--- config.mk ---
export PLATFORM = sky130hd
export DESIGN_NAME = pmr_top
export DESIGN_NICKNAME = d
export VERILOG_FILES = /design/src/pmr_pkg.sv /design/src/pmr_math.sv /design/src/pmr_top.sv
export VERILOG_INCLUDE_DIRS = /design/src
export SDC_FILE = /design/constraint.sdc
export NUM_CORES = 2
export LEC_CHECK = 0
export BUFFER_PORTS_ARGS = -buffer_cell sky130_fd_sc_hd__buf_4
export CORE_ASPECT_RATIO = 0.9
export CORE_UTILIZATION = 59
export DETAILED_ROUTE_END_ITERATION = 8
export PLACE_DENSITY = 0.75
export SETUP_SLACK_MARGIN = 0.3
export SYNTH_ARGS = -nofsm -noshare
export SYNTH_HDL_FRONTEND = slang
export SYNTH_SLANG_ARGS = --single-unit
--- constraint.sdc ---
create_clock -name mclk -period 33.7 [get_ports mclk]
set_input_delay 1.685 -clock mclk [delete_from_list [all_inputs] [get_ports mclk]]
set_output_delay 1.685 -clock mclk [all_outputs]
set_load 0.01 [all_outputs]
--- src/pmr_consts.svh ---
`ifndef PMR_CONSTS_SVH
`define PMR_CONSTS_SVH

// ==========================================================================
// register word addresses on the register port
`define PMR_ADDR_SHUNT    8'h01
`define PMR_ADDR_BUS      8'h02
`define PMR_ADDR_POWER    8'h03
`define PMR_ADDR_CURRENT  8'h04
`define PMR_ADDR_CALIB    8'h05

// ==========================================================================
// field positions of the bus voltage word
`define PMR_OVF_BIT       0
`define PMR_CONVERSION_READY_FLAG_BIT      1
`define PMR_BUS_MAG_LSB   3

// ==========================================================================
// reset values
`define PMR_RESULT_RST    16'h0000
`define PMR_CALIB_RST     16'h0000

// ==========================================================================
// full-scale codes
`define PMR_SHUNT_FS_G1   16'h0FA0
`define PMR_BUS_FS_16V    13'h0FA0
`define PMR_BUS_FS_32V    13'h1F40

// ==========================================================================
// arithmetic constants and operating mode codes
`define PMR_CUR_SHIFT     12
`define PMR_PWR_DIV       30'h0001388
`define PMR_MODE_PDOWN    3'h0
`define PMR_MODE_DISABLE  3'h4
`define PMR_MATH_LAT      2

`endif

--- src/pmr_pkg.sv ---
`default_nettype none

package pmr_pkg;

  // one register port request from the serial engine
  typedef struct packed {
    logic [7:0]  addr;
    logic        rd;
    logic        wr;
    logic [15:0] wdata;
  } pmr_reg_req_t;

  // result of the current and power arithmetic
  typedef struct packed {
    logic [15:0] current;
    logic [15:0] power;
    logic        ovf;
  } pmr_math_t;

  // conversion sequencer
  typedef enum logic [1:0] {
    PMR_IDLE = 2'b01,
    PMR_CALC = 2'b10
  } pmr_state_t;

endpackage

`default_nettype wire

--- src/pmr_math.sv ---
`timescale 1ns/1ps
`default_nettype none
`include "pmr_consts.svh"

module pmr_math
  import pmr_pkg::*;
(
  input  wire logic        mclk,     // system clock
  input  wire logic        rst,      // async reset, active high
  input  wire logic        start,    // one-cycle start pulse
  input  wire logic [15:0] shunt,    // clipped shunt code, signed
  input  wire logic [15:0] cal,      // calibration word, bit 0 zero
  input  wire logic [12:0] bus_cnt,  // right-aligned bus count
  output logic             done,     // one-cycle pulse, results valid
  output pmr_math_t        res       // current, power, overflow
);

  // ========================================================================
  // stage 1: current = shunt * cal / 4096
  logic signed [32:0] prod_w;
  logic signed [32:0] cur_full_w;
  logic               cur_ovf_w;
  logic [15:0]        cur1_r;
  logic               ovf1_r;
  logic [12:0]        bus1_r;
  logic               v1_r;

  assign prod_w     = $signed(shunt) * $signed({1'b0, cal});
  assign cur_full_w = prod_w >>> `PMR_CUR_SHIFT;
  assign cur_ovf_w  = (cur_full_w > 33'sh7FFF) || (cur_full_w < -33'sh8000);

  // saturate so an overflowed result stays at the end of the range
  always_ff @(posedge mclk or posedge rst) begin
    if (rst) begin
      cur1_r <= 16'h0000;
      ovf1_r <= 1'b0;
      bus1_r <= 13'h0000;
      v1_r   <= 1'b0;
    end else begin
      v1_r <= start;
      if (start) begin
        ovf1_r <= cur_ovf_w;
        bus1_r <= bus_cnt;
        if (!cur_ovf_w)
          cur1_r <= cur_full_w[15:0];
        else
          cur1_r <= cur_full_w[32] ? 16'h8000 : 16'h7FFF;
      end
    end
  end

  // ========================================================================
  // stage 2: power = |current| * bus / 5000
  logic [16:0] mag_w;
  logic [29:0] prod2_w;
  logic [29:0] quot_w;

  assign mag_w   = cur1_r[15] ? (17'h00000 - {cur1_r[15], cur1_r}) : {1'b0, cur1_r};
  assign prod2_w = mag_w * bus1_r;
  assign quot_w  = prod2_w / `PMR_PWR_DIV;

  always_ff @(posedge mclk or posedge rst) begin
    if (rst) begin
      res  <= '0;
      done <= 1'b0;
    end else begin
      done <= v1_r;
      if (v1_r) begin
        res.current <= cur1_r;
        res.power   <= (|quot_w[29:16]) ? 16'hFFFF : quot_w[15:0];
        res.ovf     <= ovf1_r || (|quot_w[29:16]);
      end
    end
  end
endmodule
`default_nettype wire

--- src/pmr_top.sv ---
`timescale 1ns/1ps
`default_nettype none
`include "pmr_consts.svh"

// Behaviour
// - Shunt reading beyond gain full scale saturates at the full-scale code.
// - Bus word: magnitude in 15..3 at 4 mV, bit 1 ready, bit 0 overflow.
// - Range select one: bus magnitude spans 32 V, count 8000.
// - Range select zero: full scale 16 V, count 4000, bit 15 reads zero.
// - Ready flag sets only after all arithmetic; results readable at any time.
// - Writing an operating mode clears ready, except power-down or disable.
// - Reading the power word clears ready; a poller reads power last.
// - Overflow flag sets when current or power computation exceeds its range.
// - Power word is current times bus voltage, read-only, reset zero.
// - Power product of current and right-aligned bus count divides by 5000.
// - Current word is shunt code times calibration, read-only, reset zero.
// - Current product of shunt code and calibration divides by 4096.
// - Current is a signed two's-complement 16-bit word, bit 15 sign.
// - Calibration bits 15..1 writable; bit 0 always reads zero.
// - Calibration resets to zero, so current and power stay zero.
module pmr_top
  import pmr_pkg::*;
#(
  parameter int SHUNT_W = 17,  // width of the signed raw shunt reading
  parameter int BUS_W   = 14   // width of the unsigned raw bus reading
)(
  input  wire logic               mclk,                   // system clock, 10 MHz
  input  wire logic               rst,                    // async reset, active high
  input  wire pmr_reg_req_t       reg_req,                // register access from serial engine
  output logic [15:0]             reg_rdata,              // read data, one cycle after rd
  input  wire logic               mode_wr,                // pulse: host wrote operating mode
  input  wire logic [2:0]         mode_val,               // mode value written
  input  wire logic [1:0]         shunt_gain_setting,     // 0=/1 1=/2 2=/4 3=/8
  input  wire logic               bus_range_select,       // 1 = 32 V, 0 = 16 V
  input  wire logic               conv_toggle,            // converter domain: toggles per cycle
  input  wire logic [SHUNT_W-1:0] shunt_raw,              // raw shunt code, 10 uV per count
  input  wire logic [BUS_W-1:0]   bus_raw,                // raw bus code, 4 mV per count
  output logic                    conversion_ready_flag,  // ready flag level
  output logic                    math_overflow_flag,     // overflow flag level
  output logic                    conv_busy               // arithmetic in progress
);

  // ========================================================================
  // parameter checks
  initial begin
    if (SHUNT_W < 17 || SHUNT_W > 24)
      $error("SHUNT_W must lie in 17..24");
    if (BUS_W < 13 || BUS_W > 16)
      $error("BUS_W must lie in 13..16");
  end

  // ========================================================================
  // helper functions
  function automatic logic [15:0] pmr_clip_shunt(input logic [SHUNT_W-1:0] raw,
                                                 input logic [1:0] gain);
    logic signed [SHUNT_W-1:0] fs;
    logic signed [SHUNT_W-1:0] v;
    fs = $signed(SHUNT_W'(`PMR_SHUNT_FS_G1 << gain));
    v  = $signed(raw);
    if (v > fs)
      pmr_clip_shunt = fs[15:0];
    else if (v < -fs)
      pmr_clip_shunt = 16'((-fs));
    else
      pmr_clip_shunt = v[15:0];
  endfunction

  function automatic logic [12:0] pmr_clip_bus(input logic [BUS_W-1:0] raw,
                                               input logic rng);
    logic [BUS_W-1:0] fs;
    fs = rng ? BUS_W'(`PMR_BUS_FS_32V) : BUS_W'(`PMR_BUS_FS_16V);
    pmr_clip_bus = (raw > fs) ? fs[12:0] : raw[12:0];
  endfunction

  function automatic logic hit(input pmr_reg_req_t r, input logic [7:0] a);
    hit = (r.addr == a);
  endfunction

  // ========================================================================
  // converter event synchroniser: three flops, change once stages 2 and 3 agree
  logic conv_meta_r;
  logic conv_s2_r;
  logic conv_s3_r;
  logic conv_lvl_r;
  logic conv_evt;

  always_ff @(posedge mclk or posedge rst) begin
    if (rst) begin
      conv_meta_r <= 1'b0;
      conv_s2_r   <= 1'b0;
      conv_s3_r   <= 1'b0;
      conv_lvl_r  <= 1'b0;
    end else begin
      conv_meta_r <= conv_toggle;
      conv_s2_r   <= conv_meta_r;
      conv_s3_r   <= conv_s2_r;
      if (conv_s2_r == conv_s3_r)
        conv_lvl_r <= conv_s3_r;
    end
  end

  assign conv_evt = (conv_s2_r == conv_s3_r) && (conv_s3_r != conv_lvl_r);

  // ========================================================================
  // sequencer: capture, run arithmetic, commit; an event while busy is dropped
  pmr_state_t  state_r;
  pmr_state_t  state_nxt;
  logic        start;
  logic        math_done;
  pmr_math_t   math_res;
  logic [15:0] shunt_cap_r;
  logic [12:0] bus_cap_r;
  logic [15:0] cal_cap_r;
  logic [15:0] cal_r;

  assign start = (state_r == PMR_IDLE) && conv_evt;

  always_comb begin
    state_nxt = state_r;
    case (state_r)
      PMR_IDLE: state_nxt = conv_evt ? PMR_CALC : PMR_IDLE;
      PMR_CALC: state_nxt = math_done ? PMR_IDLE : PMR_CALC;
      default:  state_nxt = PMR_IDLE;
    endcase
  end

  always_ff @(posedge mclk or posedge rst) begin
    if (rst)
      state_r <= PMR_IDLE;
    else
      state_r <= state_nxt;
  end

  // the raw words are held steady by the converter around its toggle
  always_ff @(posedge mclk or posedge rst) begin
    if (rst) begin
      shunt_cap_r <= `PMR_RESULT_RST;
      bus_cap_r   <= 13'h0000;
      cal_cap_r   <= `PMR_CALIB_RST;
    end else if (start) begin
      shunt_cap_r <= pmr_clip_shunt(shunt_raw, shunt_gain_setting);
      bus_cap_r   <= pmr_clip_bus(bus_raw, bus_range_select);
      cal_cap_r   <= cal_r;
    end
  end

  pmr_math u_math (
    .mclk    (mclk),
    .rst     (rst),
    .start   (start),
    .shunt   (pmr_clip_shunt(shunt_raw, shunt_gain_setting)),
    .cal     (cal_r),
    .bus_cnt (pmr_clip_bus(bus_raw, bus_range_select)),
    .done    (math_done),
    .res     (math_res)
  );

  // ========================================================================
  // result words, all committed in one cycle
  logic [15:0] shunt_r;
  logic [12:0] bus_mag_r;
  logic [15:0] current_r;
  logic [15:0] power_r;
  logic        ovf_r;
  logic        conversion_ready_flag_r;
  logic        commit;
  logic        pwr_rd;
  logic        mode_clr;

  assign commit = (state_r == PMR_CALC) && math_done;

  always_ff @(posedge mclk or posedge rst) begin
    if (rst) begin
      shunt_r   <= `PMR_RESULT_RST;
      bus_mag_r <= 13'h0000;
      current_r <= `PMR_RESULT_RST;
      power_r   <= `PMR_RESULT_RST;
      ovf_r     <= 1'b0;
    end else if (commit) begin
      shunt_r   <= shunt_cap_r;
      bus_mag_r <= bus_cap_r;
      current_r <= math_res.current;
      power_r   <= math_res.power;
      ovf_r     <= math_res.ovf;
    end
  end

  // ready flag: a commit in the same cycle as a clear wins
  assign pwr_rd   = reg_req.rd && hit(reg_req, `PMR_ADDR_POWER);
  assign mode_clr = mode_wr && (mode_val != `PMR_MODE_PDOWN) && (mode_val != `PMR_MODE_DISABLE);

  always_ff @(posedge mclk or posedge rst) begin
    if (rst)
      conversion_ready_flag_r <= 1'b0;
    else if (commit)
      conversion_ready_flag_r <= 1'b1;
    else if (pwr_rd || mode_clr)
      conversion_ready_flag_r <= 1'b0;
  end

  // ========================================================================
  // calibration word: bit 0 is void and never stores a one
  always_ff @(posedge mclk or posedge rst) begin
    if (rst)
      cal_r <= `PMR_CALIB_RST;
    else if (reg_req.wr && hit(reg_req, `PMR_ADDR_CALIB))
      cal_r <= {reg_req.wdata[15:1], 1'b0};
  end

  // ========================================================================
  // read port: registered data, unmapped addresses read zero
  logic [15:0] bus_word;

  assign bus_word = {bus_mag_r, 1'b0, conversion_ready_flag_r, ovf_r};

  always_ff @(posedge mclk or posedge rst) begin
    if (rst)
      reg_rdata <= 16'h0000;
    else if (reg_req.rd) begin
      case (reg_req.addr)
        `PMR_ADDR_SHUNT:   reg_rdata <= shunt_r;
        `PMR_ADDR_BUS:     reg_rdata <= bus_word;
        `PMR_ADDR_POWER:   reg_rdata <= power_r;
        `PMR_ADDR_CURRENT: reg_rdata <= current_r;
        `PMR_ADDR_CALIB:   reg_rdata <= cal_r;
        default:           reg_rdata <= 16'h0000;
      endcase
    end
  end

  assign conversion_ready_flag = conversion_ready_flag_r;
  assign math_overflow_flag    = ovf_r;
  assign conv_busy             = (state_r == PMR_CALC);
endmodule
`default_nettype wire

# After elaboration in Yosys (flattened, before gate mapping)
# Cells that the tools add are included.
[classes] shift=1 eq_ne=10 div=1 reduce_logical=13 add_sub_neg=2 multipliers=2 n_lt_le_gt_ge=5 muxes=14
[op_table] cell="$mux W16" count=5
[op_table] cell="$pmux W16 S5" count=1
[op_table] cell="$mul A16 B16 Y32" count=1
[op_table] cell="$div A30 B13 Y30 const B" count=1
[op_table] cell="$mul A17 B13 Y30" count=1
[op_table] cell="$mux W13" count=2
[op_table] cell="$gt A21 B16 Y1 const B" count=1
[op_table] cell="$lt A21 B16 Y1 const B" count=1
[op_table] cell="$gt A17 B17 Y1" count=1
[op_table] cell="$lt A17 B17 Y1" count=1
[op_table] cell="$mux W17" count=1
[op_table] cell="$neg A17 Y17" count=1
[op_table] cell="$shl A12 B2 Y17 const A" count=1
[op_table] cell="$sub A1 B16 Y17 const A" count=1
[op_table] cell="$eq A8 B2 Y1 const B" count=2
[op_table] cell="$eq A8 B3 Y1 const B" count=2
[op_table] cell="$gt A14 B13 Y1" count=1
[op_table] cell="$reduce_or A14 Y1" count=1
[op_table] cell="$eq A8 B1 Y1 const B" count=1
[op_table] cell="$logic_and A1 B1 Y1" count=7
[op_table] cell="$mux W2" count=2
[op_table] cell="$pmux W2 S2" count=1
[op_table] cell="$logic_or A1 B1 Y1" count=3
[op_table] cell="$ne A3 B3 Y1 const B" count=1
[op_table] cell="7 further kinds" count=8
[word_totals] wordCells=70 input_bits=67 regBits=181

# Longest topological paths before layout
[depth] word_depth=9 mapped_depth=98

# By module
# From an unflattened synthesis, not the netlist that was laid out.
[hier_totals] cells_unflattened=3501 area_unflattened_um2=31136.1
[modules_own_cells] mod="pmr_math" instances=1 cells_per_inst=2990 area_each_um2=24880.1
[modules_own_cells] mod="pmr_top" instances=1 cells_per_inst=511 area_each_um2=6256.0

# Worst setup path before layout
# Ideal clock, no wire load.
[synth_path] path_type="register to register" startpoint="register u_math.cur1_r[0]" endpoint="register u_math.res[1] (netlist bit)" path_buffers=9 t_required_ns=33.596 path_stages_with_launch=90 arrival_ns=21.750 period_less_slack_ns=21.854 slack_ns=11.846 cell_sequence="dfrtp_1 -> nor3_1 -> nand2_1 -> or3_1 -> or3_1 -> o31ai_1 -> xnor2_1 -> clkbuf_1 -> nand2_1 -> fa_1 -> fa_1 -> inv_1 -> fa_1 -> fa_1 -> inv_1 -> fa_1 -> inv_1 -> ha_1 -> [54 not listed] -> o22a_1 -> o211ai_2 -> a31oi_2 -> o21ai_2 -> maj3_2 -> xor2_4 -> mux2i_1 -> a211oi_2 -> o21ai_4 -> mux2_4 -> o221ai_2 -> nand3_2 -> a21boi_2 -> buf_4 -> xnor2_1 -> a221oi_1 -> a32oi_1 -> o311ai_1"
[synth_via] elab_chain_cells=6
[synth_lines] item="from (decl)" line="pmr_math.sv:23" text="logic [15:0] cur1_r;"
[synth_lines] item="from (signal assigned)" line="pmr_math.sv:45" text="cur1_r <= cur_full_w[15:0];"
[synth_lines] item="from (signal assigned)" line="pmr_math.sv:47" text="cur1_r <= cur_full_w[32] ? 16'h8000 : 16'h7FFF;"
[synth_lines] item="$sub A1 B16 Y17" line="pmr_math.sv:58" text="assign mag_w = cur1_r[15] ? (17'h00000 - {cur1_r[15], cur1_r}) : {1'b0, cur1_r};"
[synth_lines] item="$mux W17 (*)" line="pmr_math.sv:58"
[synth_lines] item="$mul A17 B13 Y30 (*)" line="pmr_math.sv:59" text="assign prod2_w = mag_w * bus1_r;"
[synth_lines] item="$div A30 B13 Y30 (no source line) (*)"
[synth_lines] item="$reduce_or A14 Y1" line="pmr_math.sv:70" text="res.power <= (|quot_w[29:16]) ? 16'hFFFF : quot_w[15:0];"
[synth_lines] item="$mux W16 (*)" line="pmr_math.sv:70"
[synth_lines] item="to (decl)" line="pmr_math.sv:15" text="output pmr_math_t res"
# Mark *: on every way between the ends. The rest lies on a longest branch, timed or not.
# A chain may end at the register's enable or synchronous reset.

# Worst setup path after layout
[layout_path] startpoint="register u_math.cur1_r[4]" endpoint="register u_math.res[1] (netlist bit)"
# Same word-level chain as after synthesis.

==> summary by stage <==
Clock tree
The clock reaches the later pin of the worst-skew pair after 0.46 ns. TritonCTS built the clock tree. The root buffer cell chosen for the clock tree is sky130_fd_sc_hd__clkbuf_16. The post-CTS clock slew at the launch and capture registers of the worst setup and hold paths is 0.07 ns.

Buffers inserted during clock tree synthesis total 17. The number of instances resized during post-cts repair is 0. Clock tree synthesis found a total of 181 sinks. The post-CTS repair timing setup buffer count is 0. Hold repair after CTS inserted 0 buffers. The H-tree depth reported by CTS is 4. The maximum count of clock buffers along a single path is 2.

Worst setup path
The data arrival time of the critical path is between 20 and 30 ns. The cell repeated most along the worst path is sky130_fd_sc_hd__fa_1. The slowest stage of the critical path is the sky130_fd_sc_hd__o41ai_4 cell.

The critical path endpoint category is a flop. The endpoint of the most critical register-to-register path is u_math.res[1]. The required time of the worst setup path is about 34 ns. For flop-to-flop paths, the worst setup slack is between 7 and 8 ns. On the worst path, the slowest cell contributes a delay of around 0.71 ns. The logic depth of the worst register-to-register path is 83. The startpoint of the worst register-to-register path is u_math.cur1_r[4].

The worst setup path is launched from a flop. The critical path is of the reg2reg type. The maximum fanout encountered on the critical timing path is 18.

Place
The HPWL after detailed placement is approximately 63000 um. The total of buffers placed on input and output ports is 83. The worst slack at placement is ~8 ns.

Routability-driven placement finished with a final weighted congestion of 0.9792.

Timing
The minimum clock period is 26.24 ns. The worst clock skew on the final layout is approximately 0.02 ns. For the pin with the worst max-slew slack, the measured transition is 1.112 ns. In the finished design, the share of the clock period the worst path needs comes to 0.7786.

The final hold violation count is 0. The relative slew slack is 0.2533. The final number of setup-violating endpoints is 0.

Hold timing on the final database bottoms out at a slack of between 0.3 and 0.4 ns. The highest achievable clock rate is 0.03811 GHz. Setup repair after global routing left no endpoint under its margin. The post-route setup TNS is 0 ns. The final max-slew violation count is 0. After layout, the worst setup slack is around 7.5 ns.

Floorplan
The floorplan die height is between 200 and 250 um. The floorplan step defined a die boundary enclosing between 50000 and 60000 um^2. The number of placed I/O pins is 86. The die is about 250 um wide. The number of placement rows is 80. The starting density of the core is 0.5994.

In this run the standard cell core region covers around 53000 um^2.

Run status
The checks that failed: DRC. The flow ran to the end, but the final reports show violations.

Layout
Of the cells placed in the final design, the portion with a size suffix greater than 1 is 0.1056. The final layout contains 4294 nets. The layout overhead on the synthesized area is 5.215%.

The repair_antennas step left the layout with diodes totalling 0. The count of filler cells inserted in the layout is approximately 4600.

Global route
The wire length of the first global-routing pass is around 130000 um. In this run the most used layer during global routing was met2. The via count of the first global-routing pass is roughly 26000. In the global route stage, overall resource usage came out at 0.2999. The number of antenna violations at the first check in global routing is 1. In the global route stage, met2 resource usage came out at 0.4567. Entering global routing, the biggest net connects roughly 110 pins. The met1 demand-to-capacity share in global routing is 0.4444.

For met3 alone, demand over resource in global routing was 0.05798. The final global-route overflow total is 0.

Synthesis
The number of different library cells used by synthesis comes to roughly 140. By area, the combinational part of the netlist is dominated by adder cells. During synthesis, Yosys emitted a total of 0 warnings. In the synthesized netlist, the number of instances is between 3000 and 4000.

The leading area contributor after synthesis is sky130_fd_sc_hd__fa_1. In this run, synthesis produced a sequential element count of between 150 and 200. The number of flops mapped to enable cells by yosys is 0. Of the total synthesized cell area, the portion taken by AND, OR, NAND and NOR gates is 0.1840. After synthesis, the cell types taking the most area are sky130_fd_sc_hd__fa_1, sky130_fd_sc_hd__dfrtp_1, sky130_fd_sc_hd__ha_1. In this run the mean area of a mapped cell was ~9 um^2.

The most used flip-flop cell after synthesis is sky130_fd_sc_hd__dfrtp_1. The area share of the leading cell type in the synthesized netlist is 0.2576. The post-synth design cell area is about 32000 um^2. The async set or reset register ratio after synthesis is 1.000. The portion of synthesized area spent on multiplexers is 0.05435.

The proportion of synthesized chip area in sequential cells is 0.1422. The post-synthesis xor/xnor area fraction is 0.04465. Of the total synthesized cell area, the portion taken by full adders, half adders and majority gates is 0.3308. The compound-cell area share of the yosys netlist came to 0.1592. By count the netlist is led by sky130_fd_sc_hd__inv_1, sky130_fd_sc_hd__nand2_1, sky130_fd_sc_hd__fa_1. The most repeated cell in the gate-level netlist after synthesis is sky130_fd_sc_hd__inv_1.

Drt
Dividing the detail-routed via count by the number of cells gives between 6 and 7. The routed wire length is 78690 um. In the final routed layout, each cell accounts on average for 18.11 um.

The number of design-rule violations left by the first detailed-router iteration is between 1500 and 2000. Detailed routing inserted a total of 26080 vias. The detail route stage leaves a number of antenna-violating nets equal to 0. The remaining design rule violation count is 20. For this run, the detailed router's first-pass iteration total came to 8.

Worst hold path
The instance count along the most critical hold path is 0. The path class of the lowest-slack min-delay path is reg2reg. The launch point of the worst hold path is conv_meta_r. The path with the worst hold slack has its endpoint at conv_s2_r.

Job
Across the run, the number of max-cap violations was 0.
-- placed cells by master, fill, tap and decap left out, drive strengths merged, types with 10 or more instances in the layout --
| cell type | count |
|---|---|
| inv | 517 |
| nand2 | 474 |
| fa | 410 |
| and2 | 250 |
| ha | 183 |
| dfrtp | 180 |
| nor2 | 178 |
| a21oi | 178 |
| o21ai | 150 |
| xnor2 | 121 |
| buf | 119 |
| mux2 | 110 |
| nand3 | 70 |
| nor3 | 48 |
| mux2i | 47 |
| a31oi | 37 |
| o211ai | 34 |
| a21o | 31 |
| and3 | 29 |
| xor2 | 29 |
| a221oi | 26 |
| nand4 | 25 |
| a211oi | 25 |
| or3 | 23 |
| o21a | 20 |
| clkbuf | 18 |
| nand2b | 17 |
| or2 | 16 |
| conb | 13 |
| nor4 | 13 |
| o31ai | 13 |
| o211a | 11 |
| a22oi | 11 |
| o2111ai | 11 |
| a2111oi | 11 |
| a21boi | 11 |
| o311ai | 10 |
-- cell families after synthesis --
logic type | after synthesis
AND/OR/NAND/NOR | 1191
AO/OA/AOI/OAI | 695
buffers and inverters | 669
adder cells (fa/ha/maj) | 597
flip-flops | 181
multiplexers | 157
XOR/XNOR | 150
other | 2
-- registers in the layout (all words and copies together) (netlist names), 2 cells and up --
register / count
u_math.res: 33
shunt_r: 16
bus_cap_r: 13
u_math.cur1_r: 16
cal_r: 15
state_r: 2
shunt_cap_r: 16
current_r: 16
power_r: 16
reg_rdata: 16
bus_mag_r: 13
-- routing by layer --
metal | up-vias | part of all wire
met3 | 94 | 0.080
met4 | 2 | 0.015
li1 | 12130 | -
met1 | 12970 | 0.46
met5 | - | 0.00017
met2 | 887 | 0.45
-- worst max path at each step --
| stage | start | to |
|---|---|---|
| after floorplan | u_math.cur1_r[0] | u_math.res[1] |
| after global placement | u_math.cur1_r[4] | u_math.res[1] |
| after detailed placement | u_math.cur1_r[4] | u_math.res[1] |
| after CTS | u_math.cur1_r[4] | u_math.res[1] |
| after global routing | u_math.cur1_r[1] | u_math.res[1] |
| final | u_math.cur1_r[4] | u_math.res[1] |
-- worst max-delay path, delay by kind of cell (launching register included) --
kind,cells,cell delay [ns]
compound gates,43,13.62
simple gates,15,3.92
fa+ha+maj,7,3.41
mux,5,2.10
xor+xnor,7,1.65
buf+inv,6,0.83
flops,1,0.47
-- per-stage QoR --
stage	utilization	instances	area, um^2
2_1_floorplan	-	3653	31900
3_3_place_gp	0.6199	4312	32950
5_1_grt	0.6307	4344	33520
6_report	0.6307	4344	33520
4_1_cts	0.6307	4344	33520
3_5_place_dp	0.6199	4312	32950
-- final cells by class --
| type | count | area, um^2 | area share |
|---|---|---|---|
| tap | 697 | 872.1 | 0.02602 |
| multi-input combinational | 2803 | 24720 | 0.7375 |
| clock buffer | 18 | 439.2 | 0.01310 |
| sequential | 181 | 4531 | 0.1352 |
| timing repair buffer | 119 | 893.4 | 0.02665 |
| clock inverter | 14 | 136.4 | 0.004068 |
| inverter | 512 | 1929 | 0.05755 |
Power is not shown: default switching activity piles up to over one toggle a cycle in this logic, so the estimate is an artifact.
